**src/aebx_defs.svh**
```systemverilog
// Constants of the accumulator extract and byte extend datapath.
// Assumes inclusion by bare name from the testbench and the core.
`ifndef AEBX_DEFS_SVH
`define AEBX_DEFS_SVH

// ****************************************************************
// Register offsets (byte addresses)
// ****************************************************************
`define AEBX_OFS_ACC0_WORD 8'h00
`define AEBX_OFS_ACC0_EXT 8'h04
`define AEBX_OFS_ACC1_WORD 8'h08
`define AEBX_OFS_ACC1_EXT 8'h0C
`define AEBX_OFS_SRC 8'h10
`define AEBX_OFS_DEST 8'h14
`define AEBX_OFS_STATUS 8'h18
`define AEBX_OFS_CMD 8'h1C

// ****************************************************************
// Field positions of the command word
// ****************************************************************
`define AEBX_CMD_OP_LSB 0
`define AEBX_CMD_OPT_LSB 4
`define AEBX_CMD_LO_BIT 8
`define AEBX_CMD_HI_BIT 9

// ****************************************************************
// Reset values and arithmetic constants
// ****************************************************************
`define AEBX_RST_WORD 32'h0000_0000
`define AEBX_RST_EXT 8'h00
`define AEBX_RST_STATUS 6'h00
`define AEBX_ROUND_HALF 42'sh000_0000_8000
`define AEBX_SMAX 42'sh000_0000_7FFF
`define AEBX_SMIN (-42'sh000_0000_8000)
`define AEBX_UMAX 42'sh000_0000_FFFF

`endif

```
**src/aebx_pkg.sv**
```systemverilog
// Types of the accumulator extract and byte extend datapath.
// Assumes the constants header is on the include path.
`default_nettype none

package aebx_pkg;

  typedef enum logic [1:0] {
    OP_NONE,
    OP_ACC_HALF,
    OP_BYTE_ZEXT,
    OP_BYTE_SEXT
  } aebx_op_e;

  typedef enum logic [2:0] {
    OPT_DEFAULT,
    OPT_UNSIGNED_FRACTION,
    OPT_SIGNED_INTEGER,
    OPT_UNSIGNED_INTEGER,
    OPT_TRUNCATE,
    OPT_SCALED_ROUND,
    OPT_SCALED_INTEGER,
    OPT_HIGH_WORD_INTEGER
  } aebx_opt_e;

  // Bit order matches the status register, bit 0 first from the bottom.
  typedef struct packed {
    logic rounding_select;
    logic sticky_saturation_flag;
    logic saturation_flag;
    logic carry_flag;
    logic negative_flag;
    logic zero_result_flag;
  } aebx_status_s;

  typedef struct packed {
    logic [7:0] ext;
    logic [31:0] word;
  } aebx_acc_s;

endpackage

`default_nettype wire

```
**src/aebx_core.sv**
```systemverilog
// Accumulator extract and byte extend datapath with a classic Wishbone slave.
// Assumes a single 50 MHz clock and a master that holds each request until ack.
//
// The register offsets and the Wishbone register port were chosen for this implementation.
`timescale 1ns/10ps
`default_nettype none
`include "aebx_defs.svh"

module aebx_core #(
  parameter int ADDR_W = 8
) (
  // Clock and reset.
  input wire logic clk_i,
  input wire logic rst_i,
  // Wishbone slave.
  input wire logic wb_cyc_i,
  input wire logic wb_stb_i,
  input wire logic wb_we_i,
  input wire logic [ADDR_W-1:0] wb_adr_i,
  input wire logic [3:0] wb_sel_i,
  input wire logic [31:0] wb_dat_i,
  output logic [31:0] wb_dat_o,
  output logic wb_ack_o,
  // Architectural state seen by the core.
  output logic [31:0] dest_o,
  output logic [5:0] status_o
);

  // ****************************************************************
  // Helpers
  // ****************************************************************

  function automatic logic [31:0] merge(input logic [31:0] old, input logic [31:0] nw,
                                        input logic [3:0] sel);
    logic [31:0] r;
    r = old;
    for (int b = 0; b < 4; b++) begin
      if (sel[b]) begin
        r[b*8 +: 8] = nw[b*8 +: 8];
      end
    end
    return r;
  endfunction

  // Returns the saturation indication above the 16-bit result.
  function automatic logic [16:0] extract(input aebx_pkg::aebx_acc_s acc,
                                          input aebx_pkg::aebx_opt_e opt,
                                          input logic biased);
    logic signed [41:0] s;
    logic signed [41:0] r;
    logic signed [41:0] v;
    logic uns;
    logic rnd;
    logic frac;
    logic sat;
    logic [15:0] res;
    uns = (opt == aebx_pkg::OPT_UNSIGNED_FRACTION) || (opt == aebx_pkg::OPT_UNSIGNED_INTEGER);
    rnd = (opt == aebx_pkg::OPT_DEFAULT) || (opt == aebx_pkg::OPT_UNSIGNED_FRACTION) ||
          (opt == aebx_pkg::OPT_SCALED_ROUND) || (opt == aebx_pkg::OPT_HIGH_WORD_INTEGER);
    frac = rnd || (opt == aebx_pkg::OPT_TRUNCATE);
    // The unsigned fraction view reads all 40 bits as magnitude.
    if (opt == aebx_pkg::OPT_UNSIGNED_FRACTION) begin
      s = {2'h0, acc.ext, acc.word};
    end else begin
      s = {{2{acc.ext[7]}}, acc.ext, acc.word};
    end
    if ((opt == aebx_pkg::OPT_SCALED_ROUND) || (opt == aebx_pkg::OPT_SCALED_INTEGER)) begin
      s = s <<< 1;
    end
    r = s;
    if (rnd) begin
      r = s + `AEBX_ROUND_HALF;
      // Unbiased rounding sends an exact half to the even neighbour.
      if (!biased && (s[15:0] == 16'h8000)) begin
        r[16] = 1'b0;
      end
    end
    // Integer options other than the high word one keep the whole value so that saturation sees every bit.
    v = frac ? (r >>> 16) : s;
    sat = 1'b0;
    res = v[15:0];
    if (uns) begin
      if (v < 42'sh0) begin
        sat = 1'b1;
        res = 16'h0000;
      end else if (v > `AEBX_UMAX) begin
        sat = 1'b1;
        res = 16'hFFFF;
      end
    end else begin
      if (v > `AEBX_SMAX) begin
        sat = 1'b1;
        res = 16'h7FFF;
      end else if (v < `AEBX_SMIN) begin
        sat = 1'b1;
        res = 16'h8000;
      end
    end
    return {sat, res};
  endfunction

  // ****************************************************************
  // Bus slave
  // ****************************************************************

  logic ack_q;
  logic ack_d;
  logic [31:0] rdat_q;
  logic [31:0] rdat_d;
  logic req;
  logic wr_now;
  logic [ADDR_W-1:0] adr;

  aebx_pkg::aebx_acc_s acc0_q;
  aebx_pkg::aebx_acc_s acc0_d;
  aebx_pkg::aebx_acc_s acc1_q;
  aebx_pkg::aebx_acc_s acc1_d;
  logic [31:0] src_q;
  logic [31:0] src_d;
  logic [31:0] dest_q;
  logic [31:0] dest_d;
  aebx_pkg::aebx_status_s stat_q;
  aebx_pkg::aebx_status_s stat_d;

  assign req = wb_cyc_i && wb_stb_i;
  // A write lands on the very edge at which the master samples ack.
  assign wr_now = req && wb_we_i && ack_q;
  assign adr = wb_adr_i;
  assign wb_ack_o = ack_q;
  assign wb_dat_o = rdat_q;

  always_comb begin
    ack_d = req && !ack_q;
    rdat_d = rdat_q;
    if (req && !ack_q) begin
      unique case (adr)
        ADDR_W'(`AEBX_OFS_ACC0_WORD): rdat_d = acc0_q.word;
        ADDR_W'(`AEBX_OFS_ACC0_EXT): rdat_d = {24'h000000, acc0_q.ext};
        ADDR_W'(`AEBX_OFS_ACC1_WORD): rdat_d = acc1_q.word;
        ADDR_W'(`AEBX_OFS_ACC1_EXT): rdat_d = {24'h000000, acc1_q.ext};
        ADDR_W'(`AEBX_OFS_SRC): rdat_d = src_q;
        ADDR_W'(`AEBX_OFS_DEST): rdat_d = dest_q;
        ADDR_W'(`AEBX_OFS_STATUS): rdat_d = {26'h0000000, stat_q};
        default: rdat_d = 32'h0000_0000;
      endcase
    end
  end

  always_ff @(posedge clk_i) begin
    if (rst_i) begin
      ack_q <= 1'b0;
      rdat_q <= `AEBX_RST_WORD;
    end else begin
      ack_q <= ack_d;
      rdat_q <= rdat_d;
    end
  end

  // ****************************************************************
  // Command decode and extraction
  // ****************************************************************

  logic fire;
  aebx_pkg::aebx_op_e op;
  aebx_pkg::aebx_opt_e opt;
  logic lo_en;
  logic hi_en;
  logic [16:0] ex0;
  logic [16:0] ex1;
  logic [15:0] new_lo;
  logic [15:0] new_hi;
  logic any_sat;
  logic all_zero;
  logic any_neg;
  logic signed_opt;
  logic [31:0] byte_res;

  // The command register is write-only: a write to it with byte lanes 0 and 1 on issues one operation.
  assign fire = wr_now && (adr == ADDR_W'(`AEBX_OFS_CMD)) && wb_sel_i[0] && wb_sel_i[1];
  assign op = aebx_pkg::aebx_op_e'(wb_dat_i[`AEBX_CMD_OP_LSB +: 2]);
  assign opt = aebx_pkg::aebx_opt_e'(wb_dat_i[`AEBX_CMD_OPT_LSB +: 3]);
  assign lo_en = wb_dat_i[`AEBX_CMD_LO_BIT];
  assign hi_en = wb_dat_i[`AEBX_CMD_HI_BIT];

  assign ex0 = extract(acc0_q, opt, stat_q.rounding_select);
  assign ex1 = extract(acc1_q, opt, stat_q.rounding_select);
  assign new_lo = ex0[15:0];
  assign new_hi = ex1[15:0];
  assign signed_opt = (opt != aebx_pkg::OPT_UNSIGNED_FRACTION) &&
                      (opt != aebx_pkg::OPT_UNSIGNED_INTEGER);
  // With both halves written, flags describe the pair as one result.
  assign any_sat = (lo_en && ex0[16]) || (hi_en && ex1[16]);
  assign all_zero = (!lo_en || (new_lo == 16'h0000)) && (!hi_en || (new_hi == 16'h0000));
  assign any_neg = signed_opt && ((lo_en && new_lo[15]) || (hi_en && new_hi[15]));

  always_comb begin
    if (op == aebx_pkg::OP_BYTE_SEXT) begin
      byte_res = {{24{src_q[7]}}, src_q[7:0]};
    end else begin
      byte_res = {24'h000000, src_q[7:0]};
    end
  end

  // ****************************************************************
  // Architectural registers
  // ****************************************************************

  always_comb begin
    acc0_d = acc0_q;
    acc1_d = acc1_q;
    src_d = src_q;
    dest_d = dest_q;
    stat_d = stat_q;
    // Accumulators change only by software writes, never by an extraction.
    if (wr_now) begin
      unique case (adr)
        ADDR_W'(`AEBX_OFS_ACC0_WORD): acc0_d.word = merge(acc0_q.word, wb_dat_i, wb_sel_i);
        ADDR_W'(`AEBX_OFS_ACC0_EXT): if (wb_sel_i[0]) acc0_d.ext = wb_dat_i[7:0];
        ADDR_W'(`AEBX_OFS_ACC1_WORD): acc1_d.word = merge(acc1_q.word, wb_dat_i, wb_sel_i);
        ADDR_W'(`AEBX_OFS_ACC1_EXT): if (wb_sel_i[0]) acc1_d.ext = wb_dat_i[7:0];
        ADDR_W'(`AEBX_OFS_SRC): src_d = merge(src_q, wb_dat_i, wb_sel_i);
        ADDR_W'(`AEBX_OFS_DEST): dest_d = merge(dest_q, wb_dat_i, wb_sel_i);
        ADDR_W'(`AEBX_OFS_STATUS): if (wb_sel_i[0]) stat_d = wb_dat_i[5:0];
        default: ;
      endcase
    end
    if (fire) begin
      unique case (op)
        aebx_pkg::OP_ACC_HALF: begin
          if (lo_en || hi_en) begin
            if (lo_en) begin
              dest_d[15:0] = new_lo;
            end
            if (hi_en) begin
              dest_d[31:16] = new_hi;
            end
            stat_d.saturation_flag = any_sat;
            stat_d.sticky_saturation_flag = stat_q.sticky_saturation_flag || any_sat;
            stat_d.zero_result_flag = all_zero;
            stat_d.negative_flag = any_neg;
          end
        end
        aebx_pkg::OP_BYTE_ZEXT, aebx_pkg::OP_BYTE_SEXT: begin
          dest_d = byte_res;
          stat_d.zero_result_flag = (byte_res == 32'h0000_0000);
          stat_d.negative_flag = byte_res[31];
          stat_d.carry_flag = 1'b0;
          stat_d.saturation_flag = 1'b0;
        end
        // The empty operation touches neither the destination nor any flag.
        aebx_pkg::OP_NONE: ;
      endcase
    end
  end

  always_ff @(posedge clk_i) begin
    if (rst_i) begin
      acc0_q <= {`AEBX_RST_EXT, `AEBX_RST_WORD};
      acc1_q <= {`AEBX_RST_EXT, `AEBX_RST_WORD};
      src_q <= `AEBX_RST_WORD;
      dest_q <= `AEBX_RST_WORD;
      stat_q <= `AEBX_RST_STATUS;
    end else begin
      acc0_q <= acc0_d;
      acc1_q <= acc1_d;
      src_q <= src_d;
      dest_q <= dest_d;
      stat_q <= stat_d;
    end
  end

  assign dest_o = dest_q;
  assign status_o = stat_q;

  // ****************************************************************
  // Assertions
  // ****************************************************************

  a_acc_kept: assert property (@(posedge clk_i) disable iff (rst_i)
    fire |=> (acc0_q == $past(acc0_q)) && (acc1_q == $past(acc1_q)))
    else $error("Extraction changed an accumulator.");

  a_default_pair: assert property (@(posedge clk_i) disable iff (rst_i)
    fire && (op == aebx_pkg::OP_ACC_HALF) && (opt == aebx_pkg::OPT_DEFAULT) && lo_en && hi_en
    && (acc0_q.ext == 8'h00) && !acc0_q.word[31] && (acc0_q.word[15:0] == 16'h0000)
    |=> dest_q[15:0] == $past(acc0_q.word[31:16]))
    else $error("Default pair move did not take the high half.");

  a_int_low_half: assert property (@(posedge clk_i) disable iff (rst_i)
    fire && (op == aebx_pkg::OP_ACC_HALF) && (opt == aebx_pkg::OPT_SIGNED_INTEGER) && hi_en
    && (acc1_q.ext == 8'h00) && (acc1_q.word[31:15] == 17'h00000)
    |=> dest_q[31:16] == $past(acc1_q.word[15:0]))
    else $error("Signed integer move did not take the low half.");

  a_int_clamp: assert property (@(posedge clk_i) disable iff (rst_i)
    fire && (op == aebx_pkg::OP_ACC_HALF) && (opt == aebx_pkg::OPT_SIGNED_INTEGER) && lo_en
    && !acc0_q.ext[7] && (acc0_q.word[31:15] != 17'h00000)
    |=> (dest_q[15:0] == 16'h7FFF) && stat_q.saturation_flag)
    else $error("Positive overflow not clamped to the signed maximum.");

  a_sat_sticky: assert property (@(posedge clk_i) disable iff (rst_i)
    fire && (op == aebx_pkg::OP_ACC_HALF) && any_sat
    |=> stat_q.sticky_saturation_flag ##1 (stat_q.sticky_saturation_flag || $past(wr_now)))
    else $error("Sticky saturation flag not set by a saturating move.");

  a_flags_hold: assert property (@(posedge clk_i) disable iff (rst_i)
    !wr_now |=> $stable(stat_q))
    else $error("Status changed without an operation or a write.");

  a_zext_result: assert property (@(posedge clk_i) disable iff (rst_i)
    fire && (op == aebx_pkg::OP_BYTE_ZEXT)
    |=> (dest_q == {24'h000000, $past(src_q[7:0])}) && !stat_q.negative_flag
        && !stat_q.carry_flag && !stat_q.saturation_flag)
    else $error("Byte zero extend gave a wrong result or flags.");

  a_sext_result: assert property (@(posedge clk_i) disable iff (rst_i)
    fire && (op == aebx_pkg::OP_BYTE_SEXT)
    |=> (dest_q == {{24{$past(src_q[7])}}, $past(src_q[7:0])})
        && (stat_q.negative_flag == $past(src_q[7])))
    else $error("Byte sign extend gave a wrong result or flags.");

  a_sext_zero: assert property (@(posedge clk_i) disable iff (rst_i)
    fire && (op == aebx_pkg::OP_BYTE_SEXT) && (src_q[7:0] == 8'h00)
    |=> stat_q.zero_result_flag)
    else $error("Byte sign extend of zero did not set the zero flag.");

  a_trunc_norm: assert property (@(posedge clk_i) disable iff (rst_i)
    fire && (op == aebx_pkg::OP_ACC_HALF) && (opt == aebx_pkg::OPT_TRUNCATE) && lo_en
    && (acc0_q.ext == 8'h00) && !acc0_q.word[31]
    |=> (dest_q[15:0] == $past(acc0_q.word[31:16])) && !stat_q.saturation_flag)
    else $error("Truncate did not drop the low bits.");

  a_zext_zero: assert property (@(posedge clk_i) disable iff (rst_i)
    fire && (op == aebx_pkg::OP_BYTE_ZEXT) && (src_q[7:0] == 8'h00)
    |=> stat_q.zero_result_flag && (dest_q == 32'h0000_0000))
    else $error("Byte zero extend of zero did not set the zero flag.");

  a_sext_clears: assert property (@(posedge clk_i) disable iff (rst_i)
    fire && (op == aebx_pkg::OP_BYTE_SEXT)
    |=> !stat_q.carry_flag && !stat_q.saturation_flag
        && (stat_q.sticky_saturation_flag == $past(stat_q.sticky_saturation_flag)))
    else $error("Byte sign extend did not clear carry and saturation.");

  a_sticky_kept: assert property (@(posedge clk_i) disable iff (rst_i)
    fire && stat_q.sticky_saturation_flag |=> stat_q.sticky_saturation_flag)
    else $error("An operation cleared the sticky saturation flag.");

  a_none_quiet: assert property (@(posedge clk_i) disable iff (rst_i)
    fire && ((op == aebx_pkg::OP_NONE)
    || ((op == aebx_pkg::OP_ACC_HALF) && !lo_en && !hi_en))
    |=> $stable(stat_q) && $stable(dest_q))
    else $error("An operation without an extraction touched flags or destination.");

  a_round_kept: assert property (@(posedge clk_i) disable iff (rst_i)
    fire |=> $stable(stat_q.rounding_select))
    else $error("An operation changed the rounding select.");

  a_uint_floor: assert property (@(posedge clk_i) disable iff (rst_i)
    fire && (op == aebx_pkg::OP_ACC_HALF) && (opt == aebx_pkg::OPT_UNSIGNED_INTEGER) && lo_en
    && acc0_q.ext[7]
    |=> (dest_q[15:0] == 16'h0000) && stat_q.saturation_flag && !stat_q.negative_flag)
    else $error("Negative value not clamped to zero by the unsigned integer option.");

  a_scaled_clamp: assert property (@(posedge clk_i) disable iff (rst_i)
    fire && (op == aebx_pkg::OP_ACC_HALF) && (opt == aebx_pkg::OPT_SCALED_INTEGER) && lo_en
    && (acc0_q.ext == 8'h00) && !acc0_q.word[31] && (acc0_q.word[30:14] != 17'h00000)
    |=> (dest_q[15:0] == 16'h7FFF) && stat_q.saturation_flag)
    else $error("Scaled integer overflow not clamped to the signed maximum.");

  a_round_sat: assert property (@(posedge clk_i) disable iff (rst_i)
    fire && (op == aebx_pkg::OP_ACC_HALF) && (opt == aebx_pkg::OPT_DEFAULT) && lo_en
    && (acc0_q.ext == 8'h00) && (acc0_q.word[31:15] == 17'h0FFFF) && stat_q.rounding_select
    |=> (dest_q[15:0] == 16'h7FFF) && stat_q.saturation_flag)
    else $error("Rounding carry past the maximum was not saturated.");

endmodule // aebx_core

`default_nettype wire

```
**config.mk**
```make
export PLATFORM = sky130hd
export DESIGN_NAME = aebx_core
export DESIGN_NICKNAME = d
export VERILOG_FILES = /design/src/aebx_pkg.sv /design/src/aebx_core.sv
export VERILOG_INCLUDE_DIRS = /design/src
export SDC_FILE = /design/constraint.sdc
export NUM_CORES = 1
export LEC_CHECK = 0
export BUFFER_PORTS_ARGS = -buffer_cell sky130_fd_sc_hd__buf_2
export CAP_MARGIN = 20
export CORE_UTILIZATION = 40
export CTS_CLUSTER_DIAMETER = 100
export DETAILED_ROUTE_END_ITERATION = 8
export PLACE_DENSITY = 0.62
export SLEW_MARGIN = 40
export SYNTH_ARGS = -nofsm -noshare
export SYNTH_HDL_FRONTEND = slang
export SYNTH_SLANG_ARGS = --single-unit
```
**constraint.sdc**
```tcl
create_clock -name clk_i -period 10.7 [get_ports clk_i]
set_input_delay 0.535 -clock clk_i [delete_from_list [all_inputs] [get_ports clk_i]]
set_output_delay 0.535 -clock clk_i [all_outputs]
set_load 0.005 [all_outputs]
```
==> results of run 1 <==
-- power groups by stage --
stage          registers [uW]  clock network (uW)  logic (uW)
2_1_floorplan             697                   0         113
3_3_place_gp              697                   0         164
3_5_place_dp              697                   0         166
4_1_cts                   681                 642         167
5_1_grt                   681                 669         181
6_report                  681                 637         173
-- registers in the layout (all words and copies together) (netlist names) --
name      flops
acc0_q       40
acc1_q       40
dest_o       32
src_q        32
status_o      6
wb_ack_o      1
wb_dat_o     32
-- logic make-up (layout without fill, tap and decap cells) --
kind of cell / Yosys count / after routing / synth area share
AND/OR/NAND/NOR: 758 / 758 / 0.2670
AO/OA/AOI/OAI: 695 / 695 / 0.3350
buffers and inverters: 204 / 205 / 0.06391
flip-flops: 183 / 183 / 0.2724
multiplexers: 50 / 50 / 0.04084
XOR/XNOR: 25 / 25 / 0.01907
adder cells (fa/ha/maj): 2 / 2 / 0.001860
-- synth_stat cells (5+ instances only) --
library cell	count	area, um^2
a2111oi_0	5	43.79
a211o_1	7	61.31
a211oi_1	27	202.7
a21boi_0	9	67.56
a21o_1	6	45.04
a21oi_1	292	1461
a221oi_1	5	43.79
a222oi_1	6	60.06
a22oi_1	74	555.5
a311oi_1	5	43.79
a31oi_1	32	200.2
and2_1	12	75.07
and3_1	13	81.33
and4_1	8	70.07
buf_1	11	41.29
buf_2	30	150.1
buf_6	5	56.30
clkbuf_1	123	461.7
dfxtp_1	183	3664
inv_1	28	105.1
mux2_2	25	281.5
mux2i_1	23	230.2
nand2_1	304	1141
nand3_1	146	730.7
nand4_1	29	181.4
nor2_1	121	454.2
nor3_1	39	195.2
nor4_1	23	143.9
o2111ai_1	7	61.31
o211ai_1	12	90.09
o21ai_0	92	460.4
o21ai_1	21	105.1
o31ai_1	18	135.1
or3_1	12	75.07
or4_1	15	112.6
xnor2_1	14	122.6
xor2_1	9	78.83
-- metal layers --
layer	vias to the layer above	share of wire	global-route usage
met1	7638	0.43	0.4982
met5	-	0	0
met3	139	0.099	0.06272
met4	0	0.040	0.1451
met2	969	0.43	0.5074
li1	7077	-	-
-- cell type report --
cell class                      count  area [um^2]  share of cell area
Multi-Input combinational cell   1530         9000              0.6125
Sequential cell                   183         3664              0.2493
Timing Repair Buffer              143        785.8             0.05347
Tap cell                          442        553.0             0.03764
Clock buffer                       17        425.4             0.02895
Clock inverter                     15        153.9             0.01047
Inverter                           30        112.6            0.007663
-- worst max-delay path by stage --
| stage | from | end | slack (ns) |
|---|---|---|---|
| 2_1_floorplan | wb_dat_i[4] | status_o[4] | 6.12 |
| 3_5_place_dp | wb_dat_i[4] | status_o[0] | 5.21 |
| 3_3_place_gp | wb_dat_i[4] | dest_o[10] | 5.25 |
| 5_1_grt | wb_dat_i[4] | status_o[0] | 5.21 |
| 4_1_cts | wb_dat_i[4] | status_o[0] | 5.64 |
| 6_report | wb_dat_i[4] | status_o[0] | 5.48 |
-- tightest hold or removal path: stages --
cell	delay, ns
buf_2	0.13
nand3_1	0.06
a21oi_1	0.05
-- stage by stage --
| stage | util | instances | setup WS, ns | cell area [um^2] | hold slack [ns] |
|---|---|---|---|---|---|
| floorplan | - | 1917 | 6.116 | 13450 | 0.4360 |
| global placement | 0.4293 | 2328 | 5.245 | 14070 | 0.4412 |
| detailed placement | 0.4304 | 2328 | 5.209 | 14110 | 0.4478 |
| CTS | 0.4481 | 2360 | 5.644 | 14690 | 0.3495 |
| global route | 0.4482 | 2360 | 5.205 | 14690 | 0.3647 |
| finish | 0.4482 | 2360 | 5.479 | 14690 | 0.3637 |
==> qor.txt, run 1 <==
Mapped Cells -> 1,917
Switching pwr -> 421.3 uW
Flop2flop setup slack -> 6.19 ns
#FFs+latches synth -> 183
# clock sinks -> 183
Routed len/inst -> 25.43 um
Max-cap viol count -> 0
Mapped Nets -> 1,968
FP Rows -> 66
Final Critical Period -> 5.221 ns
Worst skew pair latency -> 0.46 ns
Max-slew violation count -> 0
Synth cell types -> 109
Combinational share of power -> 0.116
Root buf cell -> clkbuf_16
Mapped cell area -> 13,450 um^2
Synthesized area per cell -> 7.016 um^2
Area delta synth->final -> 9.247%
Core Box Area -> 32,780 um^2
FFs w/ async S/R, synth -> 0
Post-synth EDFFs -> 0
Layout Nets -> 1,956
GRT Total Usage -> 0.3484
Worst hold-check path type -> in2reg
Bufs on Longest Clock Path -> 2
Detailed Route WL -> 60,010 um
Critical-path maximum fanout -> 36
Starting Density -> 0.4103
Crit path launch type -> input port
Max incr delay on CP -> 0.64 ns
DRT antenna net count -> 0
Reg2Reg Depth -> 13
Overflow after GRT -> 0
Critical Path RT -> 11.10 ns
Hold Startpoint -> wb_dat_i[24]
Share of layout cells above drive strength 1 -> 0.1376
H-tree depth -> 4
Status -> complete, no violations
Final period util -> 0.4879
First DRT Iteration DRCs -> 2,194
Die area -> 34,360 um^2
First-pass GRT wire length -> 90,370 um
Power Density -> 101.4 nW/um^2
Router iterations before antenna repair -> 5
Clock-pin slew on the worst setup and hold paths -> 0.07 ns
Most common cell after layout, fill and taps aside -> nand2_1
Worst setup EP type -> flip-flop
DP Wirelength -> 43,120 um
FILL cells -> 3,442
Sequential share of power -> 0.457
Setup violators final -> 0
Buf+Inv Stages, Crit Path -> 2
Most used DFF post-synth -> dfxtp_1
Setup_tns -> 0 ns
Cell family with most CP delay -> compound AO/OA/AOI/OAI gates
Instance count on the critical path -> 16
CTS tree -> done
CP most frequent cell -> o31ai_1
Max_slew headroom -> 0.4447
Tot Pwr -> 1490 uW
Hold Path Cell Cnt -> 3
Post-CTS setup buffers -> 0
Skew final -> 0.007335 ns
CP Data Arrival Time -> 5.62 ns
Seq/Total Area, Yosys -> 0.2724
DRC -> 0
Die Wd -> 185.4 um
Pleak -> 0.004713 uW
Crit path max-delay cell type -> o31ai_1
Vias in the first global route -> 14,250
Reg-to-Reg Start -> acc1_q[14]
Setup CP Type -> in2reg
# port buffers -> 119
Top-Level Pins -> 120
Max frequency -> 191.5 MHz
Worst hold path endpoint -> acc1_q[24]
Peak supply drop -> 103.2 uV
Via count -> 15,820
CTS buffer count -> 17
Antenna Cells -> 0
Worst-Margin Slew -> 0.8318 ns
Hold buffers post-CTS -> 0
Ys Warns -> 0
Worst R2R End -> status_o[0]
Most frequent cells in the layout -> nand2_1 (303), a21oi_1 (292), dfxtp_1 (183)
Clk pwr share -> 0.427
Internal -> 1069 uW
Initial antenna violation count -> 0
Resized cells post-CTS -> 0
Sw frac -> 0.2827
Largest net degree at the start of global routing -> 89
Vias per cell -> 6.705
RePlAce Congestion -> 0.9920
Critical path cell sequence -> buf_2 > xor2_4 > buf_4 > nand2_2 > mux2_2 > ha_1 > and2_1 > a32oi_4 > a2111oi_2 > o211ai_1 > a31oi_1 > o221ai_2 > o31ai_1 > o21ai_1 > o31ai_1 > o221a_1
RSZ-0062 raised after global routing -> no
Die Ht -> 185.4 um
Hold Violations, Final -> 0
(Power assumes the default switching activity.)
==> inputs of run 2 (changes only) <==
==> constraint.sdc (replaced) <==
create_clock -name clk_i -period 5.25 [get_ports clk_i]
set_input_delay 0.2625 -clock clk_i [delete_from_list [all_inputs] [get_ports clk_i]]
set_output_delay 0.2625 -clock clk_i [all_outputs]
set_load 0.005 [all_outputs]
==> run 2 against run 1 <==
  * Critical path type is now reg2reg
  * Register-to-register slack got worse by 5.1 ns
  * Largest power group unchanged
  * Worst hold slack got worse by 0.27 ns
  * Routed wire length about the same
  * Clock skew increased by 0.0050 ns
==> qor.txt, run 2 (synthesis results as in run 1) <==
Crit path launch type -> flip-flop
Bufs on Longest Clock Path -> 2 (unchanged)
Status -> complete, no violations
Root buf cell -> clkbuf_16
Multi-input gate area -> 8982 um^2 (-0.19%)
Hold buffers post-CTS -> 0 (unchanged)
Share of layout cells above drive strength 1 -> 0.1479 (+0.01028)
CP Data Arrival Time -> 4.45 ns (-1.17 ns)
First-pass GRT wire length -> 90,310 um (about the same)
H-tree depth -> 4 (unchanged)
Clock-pin slew on the worst setup and hold paths -> 0.07 ns (about the same)
Crit path from -> acc0_q[16]
Starting Density -> 0.4103 (unchanged)
Area delta synth->final -> 10.89%
Detailed Route WL -> 60,010 um (about the same)
RSZ-0062 raised after global routing -> no
Die Ht -> 185.4 um (unchanged)
Routed len/inst -> 25.12 um (-1.2%)
DRC -> 0 (unchanged)
Max-slew violation count -> 0 (unchanged)
# port buffers -> 119 (unchanged)
Peak supply drop -> 186.4 uV (+81%)
Router iterations before antenna repair -> 6 (+1)
Placed cells -> 2,359 (+1.3%)
Worst hold-check path type -> in2reg
FP Rows -> 66 (unchanged)
GRT Total Usage -> 0.3483 (about the same)
Most common cell after layout, fill and taps aside -> nand2_1
Critical-path maximum fanout -> 9 (-75%)
Final period util -> 0.7892
Setup violators final -> 0 (unchanged)
Die Wd -> 185.4 um (unchanged)
Final Critical Period -> 4.143 ns
CTS buffer count -> 17 (unchanged)
Power Density -> 202.8 nW/um^2 (+100%)
Max frequency -> 241.4 MHz
Largest net degree at the start of global routing -> 83 (-6.7%)
Die area -> 34,360 um^2 (unchanged)
Resized cells post-CTS -> 0 (unchanged)
Worst skew pair latency -> 0.45 ns (about the same)
Most frequent cells in the layout -> nand2_1 (303), a21oi_1 (292), dfxtp_1 (183)
Initial antenna violation count -> 1 (+1)
Via count -> 15,770 (-0.35%)
Worst-Margin Slew -> 0.8792 ns (+0.04743 ns)
Hold Violations, Final -> 0 (unchanged)
Max-cap viol count -> 0 (unchanged)
CTS tree -> done
Skew final -> 0.01238 ns (+0.005044 ns)
Setup CP Type -> reg2reg
DRT antenna net count -> 0 (unchanged)
Antenna Cells -> 0 (unchanged)
Reg-to-Reg Start -> acc0_q[16]
Overflow after GRT -> 0 (unchanged)
FILL cells -> 3,436 (-0.17%)
# clock sinks -> 183 (unchanged)
Max_slew headroom -> 0.4132 (-0.03149)
Setup_tns -> 0 ns (unchanged)
Hold Startpoint -> wb_dat_i[14]
RePlAce Congestion -> 1.021 (+2.9%)
Vias per cell -> 6.600 (-1.6%)
First DRT Iteration DRCs -> 2,021 (-7.9%)
Post-CTS setup buffers -> 0 (unchanged)
Largest regs -> acc0_q x40, acc1_q x40
Critical Path RT -> 5.56 ns (-5.54 ns)
Vias in the first global route -> 14,110 (-1.0%)
Register area -> 3664 um^2 (unchanged)
Pleak -> 0.004876 uW (+3.5%)
Core Box Area -> 32,780 um^2 (unchanged)
Cell Count, Final, Fillers Out -> 2,389 (+1.2%)
Worst setup EP type -> flip-flop
DP Wirelength -> 44,350 um (+2.9%)
Layout Nets -> 1,987 (+1.6%)
Top-Level Pins -> 120 (unchanged)
[run 2: cell count changes in the layout (fill, tap and decap cells not counted), moves of 2 or more]
cell	delta
nor2_1	+2
nor2_2	-2
clkbuf_8	+3
clkinv_4	-2
clkinvlp_4	-2
buf_4	+28
[run 2: metal layers]
metal / share of wire / global-route usage
met1: 0.44 / 0.5027
met2: 0.43 / 0.5197
met3: 0.091 / 0.04503
met4: 0.035 / 0.1349
met5: 0 / 0
[run 2: layout make-up]
cell class | count | share of cell area
well taps | 442 | 0.03708
flip-flops and latches | 183 | 0.2456
repair buffers | 174 | 0.06988
clock inverters | 10 | 0.006375
multi-input cells | 1530 | 0.6022
inverters | 30 | 0.007550
clock buffers | 20 | 0.03129
[run 2: where the power goes]
group | leakage (uW) | internal, uW | switching (uW)
Combinational | 0.00313 | 95.8 | 264
Sequential | 0.00147 | 1390 | 0.232
Clock | 0.000275 | 689 | 588
Total | 0.00488 | 2170 | 853
[run 2: metrics by stage]
stage          instance area [um^2]  total power [uW]  setup WS (ns)  utilization  hold WS (ns)
6_report                      14920              3025          1.107       0.4550       0.09168
2_1_floorplan                 13450              1651         0.9388            -        0.3985
3_3_place_gp                  14310              1766          1.057       0.4366        0.4408
3_5_place_dp                  14340              1766         0.9942       0.4375        0.4462
4_1_cts                       14900              3017          1.202       0.4546       0.08786
5_1_grt                       14920              3114         0.8163       0.4550        0.1051
[run 2: critical path: stages (launching register included)]
cell	delay, ns
dfxtp_1	0.48
buf_4	0.25
o21ai_0	0.11
o21ai_1	0.17
ha_1	0.49
nand2_1	0.10
a21oi_1	0.18
a31oi_1	0.12
or4_1	0.55
a21oi_1	0.24
o211a_1	0.30
and4_1	0.33
nor2_1	0.16
o311ai_1	0.40
a21oi_1	0.11
[run 2: worst paths after layout]
kind	end	slack [ns]	cells after the start
setup / recovery	dest_o[14]	1.11	14
setup reg to reg	dest_o[14]	1.11	14
hold / removal	acc1_q[14]	0.09	3
hold reg to reg	src_q[20]	0.46	2
